[src/array_counter_pkg.sv]
// constants for the array counter timebase block
// assumes the cpu special function register port and the system clock domain
package array_counter_pkg;

  // ****************************************************************
  // special function register addresses
  // ****************************************************************
  localparam logic [7:0] ADDR_COUNTER_MODE  = 8'hd9;  // mode register
  localparam logic [7:0] ADDR_COUNTER_CTRL  = 8'hd8;  // overflow flag lives here
  localparam logic [7:0] ADDR_COUNT_LOW     = 8'hf9;  // counter low byte
  localparam logic [7:0] ADDR_COUNT_HIGH    = 8'hfa;  // counter high byte
  localparam logic [7:0] ADDR_CAPTURE0_LOW  = 8'hfb;  // capture module 0 low byte
  localparam logic [7:0] ADDR_CAPTURE1_LOW  = 8'he9;  // capture module 1 low byte
  localparam logic [7:0] ADDR_CAPTURE2_LOW  = 8'heb;  // capture module 2 low byte
  localparam logic [7:0] ADDR_CAPTURE3_LOW  = 8'hed;  // capture module 3 low byte
  localparam logic [7:0] ADDR_CAPTURE4_LOW  = 8'hfd;  // capture module 4 low byte

  // ****************************************************************
  // field positions and reset values
  // ****************************************************************
  localparam int         MODE_IDLE_BIT     = 7;       // idle_suspend
  localparam int         MODE_WD_EN_BIT    = 6;       // watchdog_enable
  localparam int         MODE_WD_LOCK_BIT  = 5;       // watchdog_lock
  localparam int         MODE_TB_MSB       = 3;       // timebase_select top
  localparam int         MODE_TB_LSB       = 1;       // timebase_select bottom
  localparam int         MODE_IRQ_EN_BIT   = 0;       // overflow_irq_enable
  localparam int         CTRL_FLAG_BIT     = 7;       // counter_overflow_flag
  localparam logic [7:0] MODE_RESET        = 8'h40;   // watchdog enabled
  localparam logic [7:0] MODE_WRITE_MASK   = 8'hef;   // bit 4 reads zero
  localparam logic [7:0] BYTE_RESET        = 8'h00;   // data registers
  localparam int         NUM_CAPTURE       = 5;       // capture modules

  // ****************************************************************
  // timebase codes and prescaler counts
  // ****************************************************************
  localparam logic [2:0] TB_DIV12   = 3'h0;           // system clock / 12
  localparam logic [2:0] TB_DIV4    = 3'h1;           // system clock / 4
  localparam logic [2:0] TB_TIMER0  = 3'h2;           // timer 0 overflow
  localparam logic [2:0] TB_EXT_EDGE = 3'h3;          // falling external edges
  localparam logic [2:0] TB_SYSCLK  = 3'h4;           // every cycle
  localparam logic [2:0] TB_OSC_DIV8 = 3'h5;          // external oscillator / 8
  localparam logic [3:0] PRESCALE_LAST = 4'hb;        // twelve states, 0..11
  localparam logic [1:0] DIV4_PHASE    = 2'h3;        // every fourth state
  localparam logic [15:0] COUNT_MAX    = 16'hffff;    // wrap point

endpackage

[src/array_counter_timebase.sv]
// array counter timebase: 16-bit counter, snapshot read, timebase select,
// overflow flag, idle suspend, watchdog enable and lock, capture low bytes
// assumes a cpu on ref_clk_in driving one-cycle sfr read and write strobes
`timescale 1ns/1ps
module array_counter_timebase
  import array_counter_pkg::*;
(
  input  wire logic       ref_clk_in,            // system clock, 50 MHz
  input  wire logic       rstn_in,               // async reset, active low
  input  wire logic [7:0] sfr_addr_in,           // register address
  input  wire logic       sfr_wr_in,             // write strobe
  input  wire logic       sfr_rd_in,             // read strobe
  input  wire logic [7:0] sfr_wdata_in,          // write data
  output logic      [7:0] sfr_rdata_out,         // read data, registered
  input  wire logic       cpu_idle_in,           // cpu in idle mode
  input  wire logic       timer0_overflow_in,    // one-cycle pulse
  input  wire logic       external_count_input_in, // pin, asynchronous
  input  wire logic       ext_osc_div8_in,       // divided oscillator, async
  input  wire logic       global_irq_enable_in,  // cpu global enable
  input  wire logic       block_irq_enable_in,   // block enable in extended reg
  output logic            irq_out,               // overflow request
  output logic            watchdog_enable_out    // module 4 is watchdog
);

  // ****************************************************************
  // state
  // ****************************************************************
  logic [15:0] count;                            // live counter
  logic [15:0] next_count;
  logic [7:0]  snapshot;                         // latched high byte
  logic [7:0]  next_snapshot;
  logic [7:0]  mode;                             // counter_mode
  logic [7:0]  next_mode;
  logic        overflow_flag;                    // counter_overflow_flag
  logic        next_overflow_flag;
  logic [7:0]  capture_low [NUM_CAPTURE];        // capture_low_byte array
  logic [7:0]  next_capture_low [NUM_CAPTURE];
  logic [7:0]  next_rdata;
  logic [3:0]  prescale;                         // divide-by-12 state
  logic [3:0]  next_prescale;
  logic [2:0]  ext_count_sync;                   // two sync stages plus history
  logic [2:0]  osc_sync;                         // two sync stages plus history

  // decoded strobes
  logic        wr_mode, wr_ctrl, wr_low, wr_high, rd_low;
  logic        src_tick, count_tick, overflow;
  logic [2:0]  timebase_select;
  logic        idle_suspend, overflow_irq_enable, watchdog_lock;

  assign wr_mode  = sfr_wr_in && (sfr_addr_in == ADDR_COUNTER_MODE);
  assign wr_ctrl  = sfr_wr_in && (sfr_addr_in == ADDR_COUNTER_CTRL);
  assign wr_low   = sfr_wr_in && (sfr_addr_in == ADDR_COUNT_LOW);
  assign wr_high  = sfr_wr_in && (sfr_addr_in == ADDR_COUNT_HIGH);
  assign rd_low   = sfr_rd_in && (sfr_addr_in == ADDR_COUNT_LOW);

  assign timebase_select     = mode[MODE_TB_MSB:MODE_TB_LSB];
  assign idle_suspend        = mode[MODE_IDLE_BIT];
  assign overflow_irq_enable = mode[MODE_IRQ_EN_BIT];
  assign watchdog_lock       = mode[MODE_WD_LOCK_BIT];

  // ****************************************************************
  // input synchronisers
  // ****************************************************************
  // stage 0 feeds only stage 1; edges are taken between stages 1 and 2
  always_ff @(posedge ref_clk_in or negedge rstn_in) begin
    if (!rstn_in) begin
      ext_count_sync <= 3'h7;
      osc_sync       <= 3'h0;
    end else begin
      ext_count_sync <= {ext_count_sync[1:0], external_count_input_in};
      osc_sync <= {osc_sync[1:0], ext_osc_div8_in};
    end
  end

  // ****************************************************************
  // timebase selection
  // ****************************************************************
  // prescaler runs always so a source change sees a steady phase
  always_comb begin
    next_prescale = (prescale == PRESCALE_LAST) ? 4'h0 : prescale + 4'h1;
  end

  always_ff @(posedge ref_clk_in or negedge rstn_in) begin
    if (!rstn_in) begin
      prescale <= 4'h0;
    end else begin
      prescale <= next_prescale;
    end
  end

  // one-cycle tick from the selected source
  always_comb begin
    unique case (timebase_select)
      TB_DIV12:    src_tick = (prescale == PRESCALE_LAST);
      TB_DIV4:     src_tick = (prescale[1:0] == DIV4_PHASE);
      TB_TIMER0:   src_tick = timer0_overflow_in;
      TB_EXT_EDGE: src_tick = ext_count_sync[2] && !ext_count_sync[1];
      TB_SYSCLK:   src_tick = 1'b1;
      TB_OSC_DIV8: src_tick = osc_sync[1] && !osc_sync[2];
      default:     src_tick = 1'b0;
    endcase
  end

  // idle suspension gates every source
  assign count_tick = src_tick && !(idle_suspend && cpu_idle_in);
  assign overflow   = count_tick && (count == COUNT_MAX);

  // ****************************************************************
  // counter, snapshot and overflow flag
  // ****************************************************************
  // reads touch only the snapshot, never the count
  always_comb begin
    next_count = count_tick ? count + 16'h0001 : count;
    if (wr_low) begin
      next_count[7:0] = sfr_wdata_in;
    end
    if (wr_high) begin
      next_count[15:8] = sfr_wdata_in;
    end
    next_snapshot = rd_low ? count[15:8] : snapshot;
    // hardware set beats a software clear in the same cycle
    if (overflow) begin
      next_overflow_flag = 1'b1;
    end else if (wr_ctrl) begin
      next_overflow_flag = sfr_wdata_in[CTRL_FLAG_BIT];
    end else begin
      next_overflow_flag = overflow_flag;
    end
  end

  always_ff @(posedge ref_clk_in or negedge rstn_in) begin
    if (!rstn_in) begin
      count    <= 16'h0000;
      snapshot <= BYTE_RESET;
      overflow_flag <= 1'b0;
    end else begin
      count    <= next_count;
      snapshot <= next_snapshot;
      overflow_flag <= next_overflow_flag;
    end
  end

  // ****************************************************************
  // mode register with watchdog protection
  // ****************************************************************
  // while the watchdog runs only an unlocked disable gets through
  always_comb begin
    next_mode = mode;
    if (wr_mode) begin
      if (!mode[MODE_WD_EN_BIT]) begin
        next_mode = sfr_wdata_in & MODE_WRITE_MASK;
      end else if (!watchdog_lock) begin
        next_mode[MODE_WD_EN_BIT] = sfr_wdata_in[MODE_WD_EN_BIT];
      end
    end
    if (next_mode[MODE_WD_LOCK_BIT]) begin
      next_mode[MODE_WD_EN_BIT] = 1'b1;
    end
  end

  always_ff @(posedge ref_clk_in or negedge rstn_in) begin
    if (!rstn_in) begin
      mode <= MODE_RESET;
    end else begin
      mode <= next_mode;
    end
  end

  assign watchdog_enable_out = mode[MODE_WD_EN_BIT];

  // ****************************************************************
  // capture module low bytes
  // ****************************************************************
  always_comb begin
    for (int i = 0; i < NUM_CAPTURE; i++) begin
      next_capture_low[i] = capture_low[i];
    end
    if (sfr_wr_in) begin
      unique case (sfr_addr_in)
        ADDR_CAPTURE0_LOW: next_capture_low[0] = sfr_wdata_in;
        ADDR_CAPTURE1_LOW: next_capture_low[1] = sfr_wdata_in;
        ADDR_CAPTURE2_LOW: next_capture_low[2] = sfr_wdata_in;
        ADDR_CAPTURE3_LOW: next_capture_low[3] = sfr_wdata_in;
        ADDR_CAPTURE4_LOW: next_capture_low[4] = sfr_wdata_in;
        default: ;
      endcase
    end
  end

  always_ff @(posedge ref_clk_in or negedge rstn_in) begin
    if (!rstn_in) begin
      for (int i = 0; i < NUM_CAPTURE; i++) begin
        capture_low[i] <= BYTE_RESET;
      end
    end else begin
      for (int i = 0; i < NUM_CAPTURE; i++) begin
        capture_low[i] <= next_capture_low[i];
      end
    end
  end

  // ****************************************************************
  // read port
  // ****************************************************************
  // data answers one cycle after the strobe; unmapped reads give zero
  always_comb begin
    next_rdata = sfr_rdata_out;
    if (sfr_rd_in) begin
      unique case (sfr_addr_in)
        ADDR_COUNTER_MODE: next_rdata = mode;
        ADDR_COUNTER_CTRL: next_rdata = {overflow_flag, 7'h00};
        ADDR_COUNT_LOW:    next_rdata = count[7:0];
        ADDR_COUNT_HIGH:   next_rdata = snapshot;
        ADDR_CAPTURE0_LOW: next_rdata = capture_low[0];
        ADDR_CAPTURE1_LOW: next_rdata = capture_low[1];
        ADDR_CAPTURE2_LOW: next_rdata = capture_low[2];
        ADDR_CAPTURE3_LOW: next_rdata = capture_low[3];
        ADDR_CAPTURE4_LOW: next_rdata = capture_low[4];
        default:           next_rdata = 8'h00;
      endcase
    end
  end

  always_ff @(posedge ref_clk_in or negedge rstn_in) begin
    if (!rstn_in) begin
      sfr_rdata_out <= 8'h00;
    end else begin
      sfr_rdata_out <= next_rdata;
    end
  end

  // request needs flag, local mask and both cpu enables
  assign irq_out = overflow_flag && overflow_irq_enable
                   && global_irq_enable_in && block_irq_enable_in;

  // ****************************************************************
  // assertions
  // ****************************************************************
  a_overflow_sets_flag: assert property (
    @(posedge ref_clk_in) disable iff (!rstn_in)
    (count_tick && count == 16'hffff && !wr_low && !wr_high)
      |=> (overflow_flag && count == 16'h0000))
    else $error("overflow did not set flag and wrap");

  a_irq_mask_zero: assert property (
    @(posedge ref_clk_in) disable iff (!rstn_in)
    !mode[0] |-> !irq_out)
    else $error("interrupt raised while masked");

  a_flag_sticks: assert property (
    @(posedge ref_clk_in) disable iff (!rstn_in)
    (overflow_flag && !wr_ctrl) |=> overflow_flag)
    else $error("flag cleared without software");

  a_irq_needs_enables: assert property (
    @(posedge ref_clk_in) disable iff (!rstn_in)
    (overflow_flag && mode[0] && global_irq_enable_in && block_irq_enable_in) == irq_out)
    else $error("interrupt request gating wrong");

  a_idle_freezes: assert property (
    @(posedge ref_clk_in) disable iff (!rstn_in)
    (mode[7] && cpu_idle_in && !wr_low && !wr_high) |=> $stable(count))
    else $error("counter moved in idle suspend");

  a_step_by_one: assert property (
    @(posedge ref_clk_in) disable iff (!rstn_in)
    (mode[3:1] == 3'h4 && !(mode[7] && cpu_idle_in) && !wr_low && !wr_high)
      |=> count == $past(count) + 16'h0001)
    else $error("counter did not step by one");

  a_reserved_holds: assert property (
    @(posedge ref_clk_in) disable iff (!rstn_in)
    (mode[3:2] == 2'b11 && !wr_low && !wr_high) |=> $stable(count))
    else $error("counter moved on reserved timebase");

  a_lock_keeps_enable: assert property (
    @(posedge ref_clk_in) disable iff (!rstn_in)
    mode[5] |=> (mode[5] && watchdog_enable_out))
    else $error("locked watchdog was disabled");

  a_mode_write_blocked: assert property (
    @(posedge ref_clk_in) disable iff (!rstn_in)
    (mode[6] && wr_mode) |=> ($stable(mode[5:0]) && $stable(mode[7])))
    else $error("mode changed while watchdog enabled");

  a_snapshot_read: assert property (
    @(posedge ref_clk_in) disable iff (!rstn_in)
    rd_low ##1 !sfr_rd_in ##1 (sfr_rd_in && sfr_addr_in == ADDR_COUNT_HIGH)
      |=> sfr_rdata_out == $past(count[15:8], 3))
    else $error("high byte read missed snapshot");

endmodule

[config.mk]
export PLATFORM = sky130hd
export DESIGN_NAME = array_counter_timebase
export DESIGN_NICKNAME = d
export VERILOG_FILES = /design/src/array_counter_pkg.sv /design/src/array_counter_timebase.sv
export SDC_FILE = /design/constraint.sdc
export NUM_CORES = 1
export LEC_CHECK = 0
export ABC_AREA = 1
export BUFFER_PORTS_ARGS = -buffer_cell sky130_fd_sc_hd__clkbuf_2
export CORE_ASPECT_RATIO = 0.75
export CORE_MARGIN = 10
export CORE_UTILIZATION = 30
export DETAILED_ROUTE_END_ITERATION = 12
export PLACE_DENSITY = 0.49
export SYNTH_ARGS = -nofsm -noshare
export SYNTH_HDL_FRONTEND = slang
export SYNTH_SLANG_ARGS = --single-unit
[constraint.sdc]
create_clock -name ref_clk_in -period 1.8 [get_ports ref_clk_in]
set_clock_uncertainty 0.1 [all_clocks]
set_input_delay 0.18 -clock ref_clk_in [delete_from_list [all_inputs] [get_ports ref_clk_in]]
set_output_delay 0.18 -clock ref_clk_in [all_outputs]
set_load 0.02 [all_outputs]
==> impl_metrics.csv <==
group,metric,value,unit
run_status,status,"completed",
setup_path,worstPathArrival,1.77,ns
cts,clk_pin_slew,0.07,ns
setup_path,critPathLaunchType,"register",
floorplanning,core,15400,um^2
synth,synthTopCellsByArea,"dfrtp_1 (45%), nand2_1 (15%), nand3_1 (9.0%)",
drt,dr.pass1.iters,6,
timing,hold_viol,0,
timing,tightest_slew,0.532,ns
grt,grt_pass1_wl,23200,um
drt,postRouteAntennaNets,0,
power,peakVddDrop,414,uV
setup_path,ff2ff_path_depth,10,
synth,synth_edf_count,0,
power,power_density,916,nW/um^2
layout,num_antenna_cells,0,
timing,finalWorstPathRequiredPeriod,1.63,ns
setup_path,rr_startpoint,"prescale[0]",
grt,grt_pass1_vias,4167,
synth,synth_top_area_cell,"dfrtp_1",
hold_path,holdCritStartpoint,"sfr_wdata_in[4]",
synth,netlist_instances,593,
drt,wl,14100,um
synth,async_reset_ff_frac,1.00,
cts,clkLatencyLatePin,0.34,ns
layout,area_growth,20.2,%
timing,final_max_slew_viol_count,0,
timing,finalCritPeriodShare,0.905,
synth,synth_top_area_frac,0.451,
floorplanning,initial_core_util,0.309,
synth,ys_seq_area_frac,0.473,
drt,drt_iter0_drc,289,
grt,grt_max_degree,37,
timing,slew_headroom,0.645,
cts,cts_setup_buffers,0,
cts,cts_buffers,9,
timing,hold_slack,0.0592,ns
setup_path,required,1.94,ns
cts,clock_sinks,90,
floorplanning,rows,39,
drt,routedWlPerCell,16.3,um
place,io_buffers,35,
grt,gr-total-overflow,0,
setup_path,reg2reg_slack,0.17,ns
grt,antenna_found_initial,0,
place,place_congestion,0.887,
place,dp_hpwl,11100,um
setup_path,path_class,"register to register",
synth,synthTopCellsByCount,"nand2_1 (187), dfrtp_1 (86), nand3_1 (86)",
cts,cts_root_buf,"clkbuf_16",
synth,syn_area,4770,um^2
floorplanning,fp.dieArea,21400,um^2
timing,max_freq,614,MHz
power,p_leak,2.84,nW
cts,h-tree-depth,3,
hold_path,hold_path_end,"capture_low[20]",
synth,avgSynthCellArea,8.04,um^2
timing,fin_ws,0.172,ns
synth,syn_nets,621,
setup_path,r2r-end,"count[9]",
setup_path,cp-end-kind,"register",
hold_path,hold_class,"input pin to register",
drt,vias,4182,
cts,max-clock-path-buffers,2,
layout,final_core_util,0.372,
cts,cts_tree,"done",
synth,synthDistinctLibCells,34,
grt,grt_usage,0.139,
place,place_ws,-0.0330,ns
setup_path,cp_max_fo,5,
drt,via_per_inst,4.85,
synth,synth_flop_cell,"dfrtp_1",
hold_path,whs_path_depth,3,
synth,synth_most_common_cell,"nand2_1",
floorplanning,die_w,166,um
timing,rsz0062_at_grt,"no",
synth,yosys_warnings,0,
timing,finalSetupViolCount,0,
run,cap_violations,0,
floorplanning,io_pins,36,
layout,layout-drive-gt1-share,0.193,
layout,fin_nets,681,
drt,drc_errors,0,
synth,synth-seq-cells,90,
floorplanning,die_height,129,um
==> registers in the layout, summed over array words and instances (netlist names) <==
name and flops:
sfr_rdata_out 8, count 16, ext_count_sync 3, capture_low 40
snapshot 8, mode 7, osc_sync 3, prescale 4
overflow_flag 1
==> logic make-up after synthesis <==
family / share of synthesized area
AO/OA/AOI/OAI: 0.0947
XOR/XNOR: 0.0110
adder cells (fa/ha/maj): 0.00525
buffers and inverters: 0.0609
flip-flops: 0.473
multiplexers: 0.0210
AND/OR/NAND/NOR: 0.334
==> power breakdown <==
| group | leakage (nW) | total [W] | internal (W) | switching, W |
|---|---|---|---|---|
| registers | 1.19 | 0.00239 | 0.00222 | 0.000166 |
| logic | 1.49 | 0.000795 | 0.000297 | 0.000498 |
| clock network | 0.157 | 0.00206 | 0.00130 | 0.000769 |
==> per-stage QoR <==
stage / TNS [ns] / cell area, um^2 / power [W] / instances
finish: 0 / 5730 / 0.00525 / 863
global route: 0 / 5730 / 0.00551 / 863
CTS: 0 / 5700 / 0.00530 / 863
detailed placement: -0.213 / 5320 / 0.00320 / 843
global placement: -0.0541 / 5320 / 0.00319 / 843
floorplan: 0 / 4770 / 0.00286 / 593
==> critical path, stage by stage (launching register included) <==
cell and delay [ns]:
dfrtp_1 0.40, ha_1 0.25, nand3_2 0.11, nand3_2 0.10
nand3_1 0.08, nor2_1 0.04, buf_4 0.17, nor2_4 0.12
inv_2 0.05, nand2_1 0.06, nand2_1 0.04
==> cells in the final DEF, fill, tap and decap left out, types with 3 or more instances in the layout <==
master / instances
buf_12: 3
buf_4: 25
clkbuf_1: 3
clkbuf_16: 9
clkbuf_2: 34
dfrtp_1: 86
dfstp_2: 4
dlygate4sd3_1: 4
inv_1: 40
inv_2: 4
mux2_2: 8
nand2_1: 187
nand2_2: 5
nand3_1: 83
nand3_2: 5
nand4_1: 4
nor2_1: 45
nor2_2: 4
nor2_4: 12
nor3_1: 4
o21a_1: 29
o21ai_0: 24
o21ai_1: 5
o21ai_2: 5
xor2_1: 5
==> final cells by class <==
cell class,count,area (um^2)
fill,1637,9690
multi-input combinational,441,2270
sequential,90,2260
timing repair buffer,66,458
clock buffer,14,264
tap,205,256
inverter,45,169
clock inverter,2,60.1
==> routing by layer <==
layer,share of wire,routed length (um),GRT usage,vias up
li1,-,-,-,2055
met1,0.53,7490,0.214,1982
met2,0.37,5250,0.181,129
met3,0.083,1170,0.0380,16
met4,0.012,170,0.0366,0
met5,0,0,0,-
==> timing repair <==
action,CTS,global route
setup endpoints to repair,11,17
hold endpoints to repair,32,0
hold buffers,4,0
resized for setup,3,7
cloned,0,0
==> how the worst max path moves through the flow <==
stage                            from   endpoint  slack [ns]  cells after the start
CTS                       prescale[0]   count[9]        0.03                     10
global placement    ext_count_sync[2]  count[14]       -0.02                      8
global route                 count[8]  count[15]       0.006                      9
floorplan                 prescale[0]   count[2]        0.29                      7
detailed placement  ext_count_sync[2]  count[12]       -0.03                      8
finish                    prescale[0]   count[9]        0.17                     10
No activity file was read; power rests on OpenSTA's default activity.
